**config.mk**
```make
export PLATFORM = sky130hd
export DESIGN_NAME = watchdog_timer_unit
export DESIGN_NICKNAME = d
export VERILOG_FILES = /design/src/verilog/wdt_pkg.sv /design/src/verilog/watchdog_timer_unit.sv /design/src/verilog/timed_access_unlock.sv
export SDC_FILE = /design/constraint.sdc
export NUM_CORES = 1
export LEC_CHECK = 0
export BUFFER_PORTS_ARGS = -buffer_cell sky130_fd_sc_hd__buf_2
export CAP_MARGIN = 20
export CORE_MARGIN = 2
export CORE_UTILIZATION = 45
export CTS_BUF_LIST = sky130_fd_sc_hd__clkbuf_4
export DETAILED_ROUTE_END_ITERATION = 10
export PLACE_DENSITY = 0.82
export SYNTH_ARGS = -nofsm -noshare
export SYNTH_HDL_FRONTEND = slang
export SYNTH_SLANG_ARGS = --single-unit
```
**constraint.sdc**
```tcl
create_clock -name CLK -period 2.4 [get_ports CLK]
set_input_delay 0.12 -clock CLK [delete_from_list [all_inputs] [get_ports CLK]]
set_output_delay 0.12 -clock CLK [all_outputs]
set_load 0.02 [all_outputs]
```
**src/verilog/wdt_pkg.sv**
```systemverilog
// Shared constants and types of the watchdog timer unit
package wdt_pkg;
    localparam int COUNT_W = 27;
    localparam int IDX_W = 8;
    localparam int EVT_W = 2;
    // Register indices; byte address is four times the index
    localparam logic [IDX_W-1:0] IDX_CLOCK_SPEED = 8'h8E;
    localparam logic [IDX_W-1:0] IDX_WDOG_CTRL = 8'hD8;
    localparam logic [IDX_W-1:0] IDX_EXT_IRQ_EN = 8'hE8;
    localparam logic [IDX_W-1:0] IDX_TIMED_ACCESS = 8'hC7;
    localparam logic [IDX_W-1:0] IDX_IRQ_STATUS = 8'hF0;
    localparam logic [IDX_W-1:0] IDX_IRQ_MASK = 8'hF1;
    localparam logic [IDX_W-1:0] IDX_NONE = 8'h00;
    localparam int ADDR_IDX_LSB = 2;
    localparam int ADDR_IDX_MSB = 9;
    localparam int HTRANS_ACTIVE_BIT = 1;
    localparam logic HRESP_OKAY = 1'b0;
    // Field positions
    localparam int SEL_HI_BIT = 7;
    localparam int SEL_LO_BIT = 6;
    localparam int POR_BIT = 6;
    localparam int WARN_BIT = 3;
    localparam int TIMEOUT_BIT = 2;
    localparam int RESET_EN_BIT = 1;
    localparam int RESTART_BIT = 0;
    localparam int IRQ_EN_BIT = 4;
    localparam int EVT_WARN_BIT = 0;
    localparam int EVT_TIMEOUT_BIT = 1;
    // Timed access
    localparam logic [7:0] TA_KEY_FIRST = 8'hAA;
    localparam logic [7:0] TA_KEY_SECOND = 8'h55;
    localparam logic [1:0] TA_WINDOW_CYCLES = 2'h3;
    // Timing and reset values
    localparam logic [COUNT_W-1:0] TIMEOUT_GAP_CLKS = 27'h0000200;
    localparam logic [7:0] CLOCK_SPEED_RESET = 8'h00;
    localparam logic [7:0] EXT_IRQ_EN_RESET = 8'h00;
    localparam logic [EVT_W-1:0] IRQ_MASK_RESET = 2'h0;

    typedef enum logic [1:0] {
        PH_COUNT   = 2'h0,
        PH_WARN    = 2'h1,
        PH_EXPIRED = 2'h3
    } wdog_phase_t;

    typedef struct packed {
        logic             valid;
        logic             write;
        logic [IDX_W-1:0] idx;
    } ahb_dphase_t;

    typedef struct packed {
        logic       commit;
        logic       is_ta;
        logic [7:0] data;
    } ta_write_t;
endpackage

```
**src/verilog/watchdog_timer_unit.sv**
```systemverilog
// Watchdog timer unit with AHB-Lite register slave
//
// Decided for this implementation: the AHB-Lite interface to the registers.
`timescale 1ns/10ps
`default_nettype none

// Overview of operation
// Counter runs freely; only reset and interrupt outputs have enables. Here the count holds in PH_EXPIRED after a time-out with reset enable.
// Counter advances on every crystal clock, not on machine cycles.
// Select codes 00..11 give 2^17, 2^20, 2^23, 2^26 clock warnings.
// Time-out select lives in bits 7 and 6 of clock speed register.
// Warning flag, control bit 3, sets at selected count regardless of enable.
// Timeout flag, control bit 2, sets exactly 512 clocks after warning.
// With reset enable, control bit 1, full time-out requests CPU reset.
// Writing one to restart, control bit 0, begins a fresh interval.
// Reset enable and restart writes only take effect while unlocked.
// Interrupt request gated by extended enable bit 4, apart from reset.
// Enabled watchdog interrupt also raises a wake request.
// Software should restart before changing the time-out select.
// Keys AA then 55 to C7 open a three-cycle single-write window.
// Warning flag and power-on flag are protected by the same unlock.
// Option input chooses power-up reset enable: one disables, zero enables.
// Restart zeroes counter and re-arms; flags stay until written zero.
// Any reset restarts the counter and returns select to code 00.
module watchdog_timer_unit #(
    parameter logic [26:0] SEL0_CLKS = 27'h0020000,
    parameter logic [26:0] SEL1_CLKS = 27'h0100000,
    parameter logic [26:0] SEL2_CLKS = 27'h0800000,
    parameter logic [26:0] SEL3_CLKS = 27'h4000000
) (
    input  wire logic        CLK,
    input  wire logic        RESET,
    input  wire logic        HSEL,
    input  wire logic [31:0] HADDR,
    input  wire logic [1:0]  HTRANS,
    input  wire logic        HWRITE,
    input  wire logic [2:0]  HSIZE,
    input  wire logic [31:0] HWDATA,
    input  wire logic        HREADY,
    output logic             HREADYOUT,
    output logic [31:0]      HRDATA,
    output logic             HRESP,
    input  wire logic        WDOG_RESET_POR_DISABLE,
    output logic             WDOG_TIMEOUT_IRQ,
    output logic             WAKE_REQ,
    output logic             IRQ,
    output logic             CPU_RESET_REQ
);
    import wdt_pkg::*;

    typedef struct packed {
        wdog_phase_t        phase;
        logic [COUNT_W-1:0] count;
        logic [7:0]         clock_speed;
        logic [7:0]         ext_irq_en;
        logic               warn_flag;
        logic               timeout_flag;
        logic               reset_enable;
        logic               por_flag;
        logic               strap_pending;
        logic               cpu_reset;
        logic [EVT_W-1:0]   irq_status;
        logic [EVT_W-1:0]   irq_mask;
        ahb_dphase_t        dphase;
        logic [7:0]         rdata;
        logic               hready;
        logic               hresp;
        logic               wdog_irq;
        logic               wake;
        logic               irq;
    } wdt_state_t;

    wdt_state_t         st;
    wdt_state_t         next_st;
    logic               accept;
    logic               wr_en;
    logic               wr_wdog;
    logic [7:0]         wdata;
    logic               ta_open;
    logic               restart_now;
    logic               warn_ev;
    logic               timeout_ev;
    logic [COUNT_W-1:0] limit_now;
    logic [IDX_W-1:0]   addr_idx;
    ta_write_t          ta_wr;

    function automatic logic [COUNT_W-1:0] wdog_limit(input logic [1:0] sel);
        logic [COUNT_W-1:0] lim;
        lim = SEL0_CLKS;
        unique case (sel)
            2'h0: lim = SEL0_CLKS;
            2'h1: lim = SEL1_CLKS;
            2'h2: lim = SEL2_CLKS;
            2'h3: lim = SEL3_CLKS;
        endcase
        return lim;
    endfunction

    function automatic logic [7:0] reg_value(input wdt_state_t s, input logic [IDX_W-1:0] idx);
        logic [7:0] v;
        v = 8'h00;
        case (idx)
            IDX_CLOCK_SPEED: begin
                v = s.clock_speed;
            end
            IDX_WDOG_CTRL: begin
                v[POR_BIT] = s.por_flag;
                v[WARN_BIT] = s.warn_flag;
                v[TIMEOUT_BIT] = s.timeout_flag;
                v[RESET_EN_BIT] = s.reset_enable;
            end
            IDX_EXT_IRQ_EN: begin
                v = s.ext_irq_en;
            end
            IDX_IRQ_STATUS: begin
                v[EVT_W-1:0] = s.irq_status;
            end
            IDX_IRQ_MASK: begin
                v[EVT_W-1:0] = s.irq_mask;
            end
            default: begin
                v = 8'h00;
            end
        endcase
        return v;
    endfunction

    // Zero-wait slave: a write lands at the end of its data phase
    assign accept = HSEL && HREADY && HTRANS[HTRANS_ACTIVE_BIT];
    assign addr_idx = (HADDR[31:ADDR_IDX_MSB+1] == '0) ? HADDR[ADDR_IDX_MSB:ADDR_IDX_LSB] : IDX_NONE;
    assign wr_en = st.dphase.valid && st.dphase.write;
    assign wr_wdog = wr_en && (st.dphase.idx == IDX_WDOG_CTRL);
    assign wdata = HWDATA[7:0];
    assign ta_wr = {wr_en, st.dphase.idx == IDX_TIMED_ACCESS, wdata};
    assign restart_now = wr_wdog && ta_open && wdata[RESTART_BIT] && !RESET;
    assign limit_now = wdog_limit(st.clock_speed[SEL_HI_BIT:SEL_LO_BIT]);

    timed_access_unlock unlock (
        .CLK   (CLK),
        .RESET (RESET),
        .wr    (ta_wr),
        .open  (ta_open)
    );

    // Counter sequencing; only a time-out with reset enable stops it, in PH_EXPIRED
    always_comb begin
        warn_ev = 1'b0;
        timeout_ev = 1'b0;
        unique case (st.phase)
            PH_COUNT: begin
                // Compare with >= so a shorter select never misses its end
                if (st.count >= limit_now - 27'h0000001) begin
                    warn_ev = !restart_now;
                end
            end
            PH_WARN: begin
                if (st.count == TIMEOUT_GAP_CLKS - 27'h0000001) begin
                    timeout_ev = !restart_now;
                end
            end
            PH_EXPIRED: begin
                warn_ev = 1'b0;
            end
            default: begin
                warn_ev = 1'b0;
            end
        endcase
    end

    always_comb begin
        next_st = st;
        next_st.hready = 1'b1;
        next_st.hresp = HRESP_OKAY;

        // Register writes
        if (wr_en && st.dphase.idx == IDX_CLOCK_SPEED) begin
            next_st.clock_speed = wdata;
        end
        if (wr_en && st.dphase.idx == IDX_EXT_IRQ_EN) begin
            next_st.ext_irq_en = wdata;
        end
        if (wr_en && st.dphase.idx == IDX_IRQ_MASK) begin
            next_st.irq_mask = wdata[EVT_W-1:0];
        end
        if (wr_wdog) begin
            if (!wdata[TIMEOUT_BIT]) begin
                next_st.timeout_flag = 1'b0;
            end
            if (ta_open) begin
                next_st.reset_enable = wdata[RESET_EN_BIT];
                if (!wdata[WARN_BIT]) begin
                    next_st.warn_flag = 1'b0;
                end
                if (!wdata[POR_BIT]) begin
                    next_st.por_flag = 1'b0;
                end
            end
        end

        // Crystal clock is the time base: one step per CLK edge
        unique case (st.phase)
            PH_COUNT: begin
                if (warn_ev) begin
                    next_st.phase = PH_WARN;
                    next_st.count = '0;
                end else begin
                    next_st.count = st.count + 27'h0000001;
                end
            end
            PH_WARN: begin
                if (timeout_ev) begin
                    next_st.count = '0;
                    // Without reset enable the chain just wraps as a time base
                    next_st.phase = st.reset_enable ? PH_EXPIRED : PH_COUNT;
                end else begin
                    next_st.count = st.count + 27'h0000001;
                end
            end
            PH_EXPIRED: begin
                next_st.count = st.count;
            end
            default: begin
                next_st.phase = PH_COUNT;
                next_st.count = '0;
            end
        endcase
        if (restart_now) begin
            next_st.phase = PH_COUNT;
            next_st.count = '0;
        end

        // Hardware set wins over a same-cycle software clear
        if (warn_ev) begin
            next_st.warn_flag = 1'b1;
        end
        if (timeout_ev) begin
            next_st.timeout_flag = 1'b1;
        end
        if (timeout_ev && st.reset_enable) begin
            next_st.cpu_reset = 1'b1;
        end

        // Power-up reset enable taken from the option input after release
        if (st.strap_pending) begin
            next_st.reset_enable = !WDOG_RESET_POR_DISABLE;
            next_st.strap_pending = 1'b0;
        end

        // Address phase; status is cleared by its own read
        next_st.dphase.valid = accept;
        next_st.dphase.write = HWRITE;
        next_st.dphase.idx = addr_idx;
        if (accept && !HWRITE) begin
            next_st.rdata = reg_value(st, addr_idx);
            if (addr_idx == IDX_IRQ_STATUS) begin
                next_st.irq_status = '0;
            end
        end
        if (warn_ev) begin
            next_st.irq_status[EVT_WARN_BIT] = 1'b1;
        end
        if (timeout_ev) begin
            next_st.irq_status[EVT_TIMEOUT_BIT] = 1'b1;
        end

        // Outputs registered from the next state so they track flags exactly
        next_st.wdog_irq = next_st.warn_flag && next_st.ext_irq_en[IRQ_EN_BIT];
        next_st.wake = next_st.wdog_irq;
        next_st.irq = |(next_st.irq_status & next_st.irq_mask);

        if (RESET) begin
            next_st = '0;
            next_st.phase = PH_COUNT;
            next_st.clock_speed = CLOCK_SPEED_RESET;
            next_st.ext_irq_en = EXT_IRQ_EN_RESET;
            next_st.irq_mask = IRQ_MASK_RESET;
            next_st.por_flag = 1'b1;
            next_st.strap_pending = 1'b1;
            next_st.hready = 1'b1;
            next_st.hresp = HRESP_OKAY;
        end
    end

    always_ff @(posedge CLK) begin
        st <= next_st;
    end

    assign HREADYOUT = st.hready;
    assign HRDATA = {24'h000000, st.rdata};
    assign HRESP = st.hresp;
    assign WDOG_TIMEOUT_IRQ = st.wdog_irq;
    assign WAKE_REQ = st.wake;
    assign IRQ = st.irq;
    assign CPU_RESET_REQ = st.cpu_reset;

    free_run_a: assert property (@(posedge CLK) disable iff (RESET)
        st.phase == PH_COUNT && !restart_now && !warn_ev |=> st.count == $past(st.count) + 27'h0000001)
        else $error("counter failed to advance");

    warn_at_limit_a: assert property (@(posedge CLK) disable iff (RESET)
        st.phase == PH_COUNT && !restart_now && st.count == limit_now - 27'h0000001
        |=> st.phase == PH_WARN && st.warn_flag && st.count == '0)
        else $error("warning not raised at selected count");

    warn_cause_a: assert property (@(posedge CLK) disable iff (RESET)
        $rose(st.warn_flag) |-> $past(st.phase) == PH_COUNT && $past(st.count) >= $past(limit_now) - 27'h0000001)
        else $error("warning flag set without a completed count");

    gap_512_a: assert property (@(posedge CLK) disable iff (RESET)
        st.phase == PH_WARN && st.count == TIMEOUT_GAP_CLKS - 27'h0000001 && !restart_now
        |=> st.timeout_flag && st.irq_status[EVT_TIMEOUT_BIT])
        else $error("timeout flag missing 512 clocks after warning");

    timeout_cause_a: assert property (@(posedge CLK) disable iff (RESET)
        $rose(st.timeout_flag) |-> $past(st.phase == PH_WARN && st.count == TIMEOUT_GAP_CLKS - 27'h0000001))
        else $error("timeout flag set at the wrong moment");

    cpu_reset_a: assert property (@(posedge CLK) disable iff (RESET)
        $rose(CPU_RESET_REQ) |-> $past(st.reset_enable) && $past(timeout_ev) ##1 CPU_RESET_REQ [*3])
        else $error("cpu reset request wrong or not held");

    restart_a: assert property (@(posedge CLK) disable iff (RESET)
        restart_now |=> st.count == '0 && st.phase == PH_COUNT ##1 st.count == 27'h0000001)
        else $error("restart did not begin a new interval");

    locked_write_a: assert property (@(posedge CLK) disable iff (RESET)
        wr_wdog && !ta_open && !st.strap_pending
        |=> $stable(st.reset_enable) && !$fell(st.warn_flag) && !$fell(st.por_flag))
        else $error("protected bit changed without unlock");

    irq_gate_a: assert property (@(posedge CLK) disable iff (RESET)
        WDOG_TIMEOUT_IRQ == (st.warn_flag && st.ext_irq_en[IRQ_EN_BIT]))
        else $error("watchdog interrupt not gated by its enable");

    wake_a: assert property (@(posedge CLK) disable iff (RESET)
        $rose(WDOG_TIMEOUT_IRQ) |-> WAKE_REQ)
        else $error("wake request missing for watchdog interrupt");

    flag_sticky_a: assert property (@(posedge CLK) disable iff (RESET)
        st.timeout_flag && !(wr_wdog && !wdata[TIMEOUT_BIT]) |=> st.timeout_flag)
        else $error("timeout flag cleared without a write");

    strap_a: assert property (@(posedge CLK) disable iff (RESET)
        st.strap_pending |=> st.reset_enable == !$past(WDOG_RESET_POR_DISABLE))
        else $error("power-up reset enable not taken from option");

    reset_state_a: assert property (@(posedge CLK) disable iff (RESET)
        $past(RESET) |-> st.count == '0 && st.clock_speed[SEL_HI_BIT:SEL_LO_BIT] == 2'h0 && !CPU_RESET_REQ)
        else $error("reset did not restart the watchdog");
endmodule // watchdog_timer_unit
`default_nettype wire

```
**src/verilog/timed_access_unlock.sv**
```systemverilog
// Timed-access unlock sequencer for the protected watchdog bits
`timescale 1ns/10ps
`default_nettype none
module timed_access_unlock (
    input  wire logic               CLK,
    input  wire logic               RESET,
    input  wire wdt_pkg::ta_write_t wr,
    output logic                    open
);
    import wdt_pkg::*;

    typedef struct packed {
        logic [1:0] arm;
        logic [1:0] window;
    } ta_state_t;

    ta_state_t st;
    ta_state_t next_st;

    always_comb begin
        next_st = st;
        if (st.arm != 2'h0) begin
            next_st.arm = st.arm - 2'h1;
        end
        if (st.window != 2'h0) begin
            next_st.window = st.window - 2'h1;
        end
        // Any other write breaks the sequence or uses up the window
        if (wr.commit) begin
            next_st.arm = 2'h0;
            next_st.window = 2'h0;
            if (wr.is_ta && wr.data == TA_KEY_FIRST) begin
                next_st.arm = TA_WINDOW_CYCLES;
            end else if (wr.is_ta && wr.data == TA_KEY_SECOND && st.arm != 2'h0) begin
                next_st.window = TA_WINDOW_CYCLES;
            end
        end
        if (RESET) begin
            next_st = '0;
        end
    end

    always_ff @(posedge CLK) begin
        st <= next_st;
    end

    assign open = (st.window != 2'h0);

    window_len_a: assert property (@(posedge CLK) disable iff (RESET)
        open [*3] |=> !open)
        else $error("unlock window longer than three cycles");

    key_order_a: assert property (@(posedge CLK) disable iff (RESET)
        $rose(open) |-> $past(wr.commit && wr.is_ta && wr.data == TA_KEY_SECOND && st.arm != 2'h0))
        else $error("unlock window opened without the key sequence");

    one_write_a: assert property (@(posedge CLK) disable iff (RESET)
        open && wr.commit && !wr.is_ta |=> !open)
        else $error("unlock window survived a write");
endmodule // timed_access_unlock
`default_nettype wire

```
# After elaboration in Yosys (flattened, before gate mapping)

Cells that the tools add are included.

Register bits after elaboration: 81
Output and inout port bits: 38
Word-level logic and storage cells: 131

Add/subtract/negate cells: 4
$lt $le $gt $ge: 1
Equal/unequal tests: 21
Muxes and demuxes: 43
Bitwise logic cells: 3
Reductions and logical operators: 36

Operators with widths:

| operator                                           | count |
|---|---|
| case mux 27 bit (4 select lines)                   | 1 |
| == test 8 bit, second input constant               | 11 |
| case mux 27 bit (3 select lines)                   | 1 |
| 2-to-1 mux 27 bit                                  | 2 |
| 2-to-1 mux 29 bit                                  | 1 |
| adder 27 x 1 -> 27 bit, second input constant      | 1 |
| == test 27 x 9 -> 1 bit, second input constant     | 1 |
| >= comparator 27 bit                               | 1 |
| subtractor 27 x 1 -> 27 bit, second input constant | 1 |
| 2-to-1 mux 2 bit                                   | 12 |
| zero test 22 bit                                   | 1 |
| logical AND 1 bit                                  | 16 |
| 2-to-1 mux 8 bit                                   | 2 |
| 2-to-1 mux 1 bit                                   | 14 |
| nonzero test 2 bit                                 | 7 |
| case mux 2 bit (3 select lines)                    | 2 |
| == test 8 x 7 -> 1 bit, second input constant      | 1 |
| 2-to-1 mux 4 bit                                   | 2 |
| == test 2 bit, second input constant               | 3 |
| AND reduction 3 bit                                | 2 |
| 2-to-1 mux 5 bit                                   | 1 |
| case mux 1 bit (5 select lines)                    | 1 |
| == test 2 x 1 -> 1 bit, second input constant      | 2 |
| zero test 1 bit                                    | 4 |
| 12 further kinds                                   | 18 |

# Longest topological paths before layout

Gate-level depths: netlist of the first run.

Depth in word-level cells: 12
Gate-level depth with buffers: 10
Gate-level depth less buffers: 8

# Modules after synthesis

Synthesis of the first run repeated with hierarchy kept, for this count alone.

Cell total of the unflattened synthesis: 471
Area, all modules: 4211.5 um2

By module, submodules not included:

| module              | instances | cells an instance | area an instance (um2) |
|---|---|---|---|
| watchdog_timer_unit | 1         | 440               | 3940.0 |
| timed_access_unlock | 1         | 31                | 271.5 |

# Worst setup path before layout of the first run

OpenSTA, ideal clock, no wires.

Path type: reg-to-reg
Start: register st[48] (netlist name)
End: register st[63] (netlist name)
Setup time: 0.122 ns
Data arrival time: 2.109 ns
Setup slack: 0.169 ns
Stages on the path, launching flop included: 11
Path buffers: 2
Clock period less this slack: 2.231 ns
Cells stage by stage: dfxtp_1 > nand2_1 > ha_1 > nand4_1 > a2111o_1 > o311ai_2 > o21ai_2 > buf_6 > buf_8 > a32oi_1 > o21ai_1

Cells in the longest elaborated chain, start to end: 8
Elaborated cells between the ends (all ways): 11
Those cells by class: 1 x add/sub; 1 x order compare; 3 x eq/ne; 5 x mux; 1 x reduce/logical

Ends and longest elaborated chain:

| element                                     | RTL line                   | text |
|---|---|---|
| from (decl)                                 | watchdog_timer_unit.sv:73  | `wdt_state_t st;` |
| from (signal assigned)                      | watchdog_timer_unit.sv:285 | `st <= next_st;` |
| == test 2 bit, or another cell as far along | watchdog_timer_unit.sv:90  | `unique case (sel)` |
| case mux 27 bit (4 select lines) (*)        | watchdog_timer_unit.sv:90  |  |
| subtractor 27 x 1 -> 27 bit (*)             | watchdog_timer_unit.sv:152 | `if (st.count >= limit_now - 27'h0000001) begin` |
| >= comparator 27 bit (*)                    | watchdog_timer_unit.sv:152 |  |
| 2-to-1 mux 1 bit (*)                        | watchdog_timer_unit.sv:152 |  |
| 2-to-1 mux 1 bit (*)                        | watchdog_timer_unit.sv:149 | `unique case (st.phase)` |
| 2-to-1 mux 27 bit (*)                       | watchdog_timer_unit.sv:203 | `if (warn_ev) begin` |
| case mux 27 bit (3 select lines) (*)        | watchdog_timer_unit.sv:201 | `unique case (st.phase)` |

Every way passes the cells marked *; elsewhere a longest branch is shown, timed or not. The select of a mux whose other input is x is not followed.
A chain may end at the register's enable or synchronous reset.

# Worst setup path in the final report of the first run

Start: register st[48] (netlist name)
End: register st, in the netlist IRQ

Cells in the longest elaborated chain, start to end: 9
Elaborated cells between the ends (all ways): 12
Those cells by class: 1 x add/sub; 1 x order compare; 3 x eq/ne; 4 x mux; 1 x bitwise; 2 x reduce/logical

Ends and longest elaborated chain:

| element                                     | RTL line                   | text |
|---|---|---|
| == test 2 bit, or another cell as far along | watchdog_timer_unit.sv:90  |  |
| case mux 27 bit (4 select lines) (*)        | watchdog_timer_unit.sv:90  |  |
| subtractor 27 x 1 -> 27 bit (*)             | watchdog_timer_unit.sv:152 |  |
| >= comparator 27 bit (*)                    | watchdog_timer_unit.sv:152 |  |
| 2-to-1 mux 1 bit (*)                        | watchdog_timer_unit.sv:152 |  |
| 2-to-1 mux 1 bit (*)                        | watchdog_timer_unit.sv:149 |  |
| 2-to-1 mux 1 bit (*)                        | watchdog_timer_unit.sv:259 | `if (warn_ev) begin` |
| bitwise AND 2 bit (*)                       | watchdog_timer_unit.sv:269 | `next_st.irq = \|(next_st.irq_status & next_st.irq_mask);` |
| OR reduction 2 bit (*)                      | watchdog_timer_unit.sv:269 |  |

Marks and branches as above.

==> run metrics, run 1 <==
largest stage delay on the critical path approximately 0.40 ns; number of global-route vias before repair roughly 3900; clock root cell clkbuf_4; crit path DAT 2.58 ns; Sw Share between 20% and 30%; Core Region 0.009240 sq mm; cell area after layout 0.004943 sq mm; gr ovfl total 0; maximum root-to-sink buffer count 2; Placement Cell Area 0.004583 sq mm; Final GP Congestion between 0.8 and 0.9; Final min period roughly 2.3 ns; Setup Total Neg Slack 0 ns; clock group share of total power 32.1%; first-pass GRT wire length 18050 microns; VDD IR-drop max roughly 440 uV; RSZ-0062 raised after global routing yes; Die Ht approximately 100 microns; critical path endpoint category register; Crit path buffers/inverters 1; DRC viols 0; Sw Pwr 740.4 uW; synthesized area 0.004273 sq mm; Tot GR Track Use a little over a fifth; worst slew pin tran 0.7936 ns; largest area contributor in the netlist dfxtp_1; Post-CTS Repair Setup Buffers 0; initial antenna violation count 0; largest net degree at the start of global routing 39; DIE WIDTH 101.4 microns; Final #Nets 661; htree depth 3; DR WL/cell 15.18 microns; Starting Density 46.24%; Cell Chain, Critical Path nand2_2 -> ha_1 -> and3_1 -> o21ai_1 -> o311ai_4 -> o21ai_2 -> buf_4 -> a2bb2oi_1 -> o32ai_1; CP required 2.72 ns; leakage 0.001953 uW; Synth Warn # 0; layout cells sized above 1 20.14%; Gate Count Post-Synth around 500; status completed; area delta synth->final 15.70%; io pins roughly 110; asr flop ratio synth 0%; vias 3947; total CTS buffers 9; pwr dens 521.8 mW/mm^2; TritonCTS clock tree built; Port-buffer cells 56; worst skew pair latency 0.44 ns; initial DRC count 193; Die Area 0.01029 sq mm; worst-path fanout max 14; Final setup viols 0; length of the first detailed-routing pass in iterations 5; max frequency 442.4 MHz; Clk pin slew, worst setup/hold paths 0.13 ns; Pint 1839 uW; non-filler cells, final 710; combinational power share 14.7%; Fin. Hold Viols 0; worst hold path type input port to register; Rows 35; vias per cell 5.559; Seq cells post-synth 79; Cells after DPL 676; Clock Sink Count 79; number of synthesized flops with an enable pin 0; skew final 0.02491 ns; final WL 10780 microns; # diodes 0; Top Family by Delay on Critical Path compound AO/OA/AOI/OAI gates; Mapped Avg Cell Area around 8.5 sq um; Startpoint Class register; Synth top area share between 30% and 40%; Max stage delay cell, worst path dfxtp_4; post-DP HPWL between 7000 and 8000 microns; Final Slew Violations 0; ranking of synthesized cells by area dfxtp_1, buf_4, nand2_1, mux2i_1, nor2_1; main flop type after synthesis dfxtp_1; final period utilization 94.19%; sequential share of power 53.1%; Max-slew headroom 46.40%; sequential share of the synthesized area 37.01%; crit path kind register to register; Max Cap Viol 0; post-route ant nets 0; post-synthesis cell type count 67
==> synth_stat cells (3+ instances only) <==
library cell,count
or3_1,3
a21o_1,3
and2_1,6
nor2_1,38
nand3b_1,5
nand2_1,54
mux2i_1,20
a21oi_1,18
a211oi_2,3
clkbuf_1,9
a32oi_1,3
nor2b_1,4
nand3_1,22
buf_4,36
o22ai_1,4
ha_1,10
nand4b_1,3
or2_2,3
dfxtp_1,79
nand4_1,14
buf_2,5
nor4_1,10
inv_1,21
nor3_1,9
a31oi_1,13
a221oi_1,8
o21ai_0,17
nor3_2,6
and3_1,15
and4_1,4
xnor2_1,3
xor2_1,5
o21ai_1,4
==> layout make-up <==
type | count | area, sq um
fillers | 801 | 4297
multi-input cells | 372 | 2364
flip-flops and latches | 79 | 1585
repair buffers | 93 | 606.8
well taps | 129 | 161.4
clock inverters | 7 | 80.08
inverters | 21 | 78.83
clock buffers | 9 | 67.56
==> path summary, 6_finish.rpt <==
check,start,to,slack [ns],cells past startpoint
worst max-delay path,st[48],IRQ,0.14,9
worst min-delay path,HADDR[7],st[18],0.02,2
worst max register to register,st[48],IRQ,0.14,9
worst min register to register,st[43],st[43],0.47,2
==> cell usage in the layout, fill, tap and decap left out, types with 3 or more instances in the layout <==
master	n
a211oi_2	3
a21o_1	3
a21oi_1	18
a221oi_1	8
a31oi_1	13
a32oi_1	3
and2_1	6
and3_1	15
and4_1	4
buf_2	56
buf_4	18
clkbuf_4	9
conb_1	27
dfxtp_1	78
dlygate4sd3_1	18
ha_1	9
inv_1	21
mux2i_1	20
nand2_1	53
nand3_1	22
nand3b_1	5
nand4_1	14
nand4b_1	3
nor2_1	38
nor2b_1	4
nor3_1	9
nor3_2	6
nor4_1	10
o21ai_0	16
o21ai_1	5
o22ai_1	4
or2_2	3
or3_1	3
xnor2_1	3
xor2_1	5
==> registers in the layout, summed over array words and instances (netlist names) <==
signal	cells
unlock.st	4
WAKE_REQ	1
CPU_RESET_REQ	1
st	64
HRDATA	8
IRQ	1
==> through the flow <==
step / total power, uW / setup WS (ns) / util [%] / hold slack [ns]
5_1_grt: 2690 / 0.001388 / 53.50 / 0.0004240
4_1_cts: 2584 / 0.06293 / 53.16 / 0.0003506
6_report: 2580 / 0.1395 / 53.50 / 0.01998
2_1_floorplan: 1682 / 0.1686 / - / 0.1477
3_5_place_dp: 1747 / 0.0009928 / 49.60 / 0.3669
3_3_place_gp: 1726 / 0.09446 / 49.60 / 0.3375
==> power by group through the flow <==
stage / sequential, uW / combinational (uW) / clock [uW]
6_report: 1370 / 380 / 828
5_1_grt: 1380 / 420 / 895
4_1_cts: 1370 / 369 / 843
3_5_place_dp: 1400 / 346 / 0
3_3_place_gp: 1400 / 327 / 0
2_1_floorplan: 1400 / 286 / 0
==> cells by family (layout without fill, tap and decap cells) <==
kind of cell	count (synthesis)	count (layout)	share of synthesized area (%)
AOI/OAI and AO/OA	95	95	15.73
xor gates and xnor gates	8	8	1.640
adders and majority gates	10	10	2.928
buffers and inverters	76	130	10.45
DFF	79	79	37.01
muxes	20	20	4.685
other	2	27	0.1758
and+or+nand+nor	212	212	27.38
==> metal layers <==
layer / GRT usage [%] / vias up / wire [microns]
li1: - / 1915 / -
met1: 24.74 / 1832 / 4308
met2: 39.94 / 174 / 5494
met3: 4.900 / 26 / 700
met4: 8.108 / 0 / 274
met5: 0 / - / 0
==> repair_timing <==
item	CTS	global route
endpoints found under the setup margin	7	25
endpoints found under the hold margin	24	0
gates cloned	0	0
gates resized for setup	1	6
hold buffers	18	0
No activity file was read; power rests on OpenSTA's default activity.
==> run 2, diff against run 1 <==
- CORE_UTILIZATION: 45 -> 50
- HOLD_SLACK_MARGIN: unset -> 0.08
- PLACE_DENSITY: 0.82 -> 0.88
- SLEW_MARGIN: unset -> 15
==> run 2 against run 1 <==
Setup slack worse by 0.13 ns; die area down 9.6%; sequential share of layout area down 0.86 points; largest cell class unchanged; routed wire length up 2.9%; clock skew up 0.0027 ns; via count up 2.2%.
==> run metrics, run 2 (same netlist as run 1, synthesis figures left out) <==
Rows 33 (-5.7%); met2 Use GR 45.66% (+5.7 points); RSZ-0062 raised after global routing yes; total CTS buffers 9 (unchanged); vias 4035 (+2.2%); final period utilization 99.58% (+5.4 points); WHS 0.2545 ns (+0.2345 ns); TritonCTS clock tree built; critical path endpoint category register; Starting Density 51.74% (+5.5 points); worst-path fanout max 6 (-8); post-DP HPWL 7409 microns (-1.7%); status completed; worst hold path type input port to register; Largest Register st; Die Area 0.009301 sq mm (-9.6%); Tot GR Track Use 24.60% (+2.8 points); Core Region 0.008258 sq mm (-11%); max reg flops 64 (unchanged); initial antenna violation count 0 (unchanged); Setup Total Neg Slack 0 ns (unchanged); first-pass GRT wire length 17830 microns (-1.2%); flop-to-flop setup slack 0.01 ns (-0.13 ns); initial DRC count 201 (+4.1%); crit path kind register to register; Die Ht 96.44 microns (-4.9%); R2R cell count 9 (unchanged); hold path start HTRANS[1]; Final #Nets 667 (+0.91%); leakage 0.002019 uW (+3.4%); post-route ant nets 0 (unchanged); WHS Endpoint HRDATA[5]; Startpoint Class register; htree depth 3 (unchanged); Critical R2R Capture WAKE_REQ; io pins 113 (unchanged); VDD IR-drop max 402.8 uV (-9.5%); Port-buffer cells 56 (unchanged); length of the first detailed-routing pass in iterations 5 (unchanged); layout cells sized above 1 21.47% (+1.3 points); max frequency 418.4 MHz (-5.4%); gr ovfl total 0 (unchanged); vias per cell 5.831 (+4.9%); skew final 0.02759 ns (+0.002680 ns); number of global-route vias before repair 3953 (+0.92%); pwr dens 514.8 mW/mm^2 (-1.3%); Max-slew headroom 32.47% (-14 points); Final Slew Violations 0 (unchanged); crit path DAT 2.79 ns (+0.21 ns); clock root cell clkbuf_4; Final min period 2.390 ns (+0.1295 ns); M1 GR Usage 26.63% (+1.9 points); largest net degree at the start of global routing 39 (unchanged); worst slew pin tran 0.9999 ns (+0.2063 ns); most frequent cells in the layout dfxtp_1, buf_2, nand2_1; DRC viols 0 (unchanged); reg2reg start st[48]; WHS Path Cells 6 (+4); maximum root-to-sink buffer count 2 (unchanged); final WL 11090 microns (+2.9%); area delta synth->final 18.98%; Max Cap Viol 0 (unchanged); Clk pin slew, worst setup/hold paths 0.14 ns (about the same); worst skew pair latency 0.48 ns (+0.04 ns); # diodes 0 (unchanged); Final setup viols 0 (unchanged); DIE WIDTH 96.44 microns (-4.9%); DR WL/cell 16.03 microns (+5.6%); Clock Sink Count 79 (unchanged); Final GP Congestion 0.9447 (+8.4%); global routing's busiest layer met2; most common cell after layout, fill and taps aside dfxtp_1; Fin. Hold Viols 0 (unchanged); GRT met3 Usage 6.051% (+1.2 points); CP required 2.80 ns (+0.08 ns)
[run 2: changes by cell type in the layout (fill, tap and decap cells not counted), moves of 2 or more]
cell | previous run | this run
a31oi_1 | 13 | 7
dlygate4sd3_1 | 18 | 22
a31oi_2 | 0 | 3
a31oi_4 | 0 | 3
buf_4 | 18 | 16
buf_6 | 1 | 3
inv_6 | 1 | 3
o21ai_0 | 16 | 14
o21ai_1 | 5 | 7
[run 2: area by class of cell]
type / instances / area (sq um)
Fill cell: 699 / 3174
Multi-Input combinational cell: 372 / 2452
Sequential cell: 79 / 1587
Timing Repair Buffer: 99 / 689.4
Tap cell: 105 / 131.4
Inverter: 21 / 78.83
Clock inverter: 7 / 77.57
Clock buffer: 9 / 67.56
[run 2: worst max-delay path by stage]
stage / end / startpoint / slack, ns / depth (start not counted)
CTS: st[65] / st[48] / 0.03 / 9
global route: WAKE_REQ / st[48] / -0.08 / 9
global placement: st[51] / st[48] / 0.1 / 9
finish: WAKE_REQ / st[48] / 0.01 / 9
floorplan: st[63] / st[48] / 0.17 / 10
detailed placement: st[65] / st[48] / -0.03 / 9
[run 2: what timing repair did]
item                       in CTS  in global routing
hold buffers                   22                  0
buffers inserted                0                  3
gates resized for setup         3                 20
setup endpoints to repair      15                 25
hold endpoints to repair       34                  0
pin swaps                       0                  7
cloned                          0                  0
[run 2: layer usage]
metal	wire [microns]	vias up	share of wire (%)
met5	0	-	0
met1	4279	1923	39
met3	700	28	6.3
met2	5862	161	53
met4	251	0	2.3
li1	-	1923	-
[run 2: power breakdown]
part / switching, uW / internal [uW]
Combinational: 224 / 169
Sequential: 19.9 / 1350
Clock: 524 / 328
[run 2: through the flow]
stage / utilization [%] / instance area (sq um) / total power, uW / setup WS, ns / std cells
after floorplan: - / 4367 / 1682 / 0.1686 / 527
after global placement: 55.20 / 4558 / 1732 / 0.09628 / 651
after detailed placement: 55.20 / 4558 / 1752 / -0.03498 / 651
after CTS: 59.76 / 4935 / 2611 / 0.03365 / 689
after global routing: 61.56 / 5084 / 2722 / -0.07693 / 692
final: 61.56 / 5084 / 2617 / 0.01001 / 692
[run 2: critical path, cell delays in order (launching register included)]
cell      delay, ns
dfxtp_4        0.40
nand2_4        0.08
ha_4           0.28
nand4_1        0.14
a2111o_1       0.45
o311ai_4       0.37
o21ai_4        0.14
buf_6          0.16
o21a_1         0.20
nor3_2         0.11
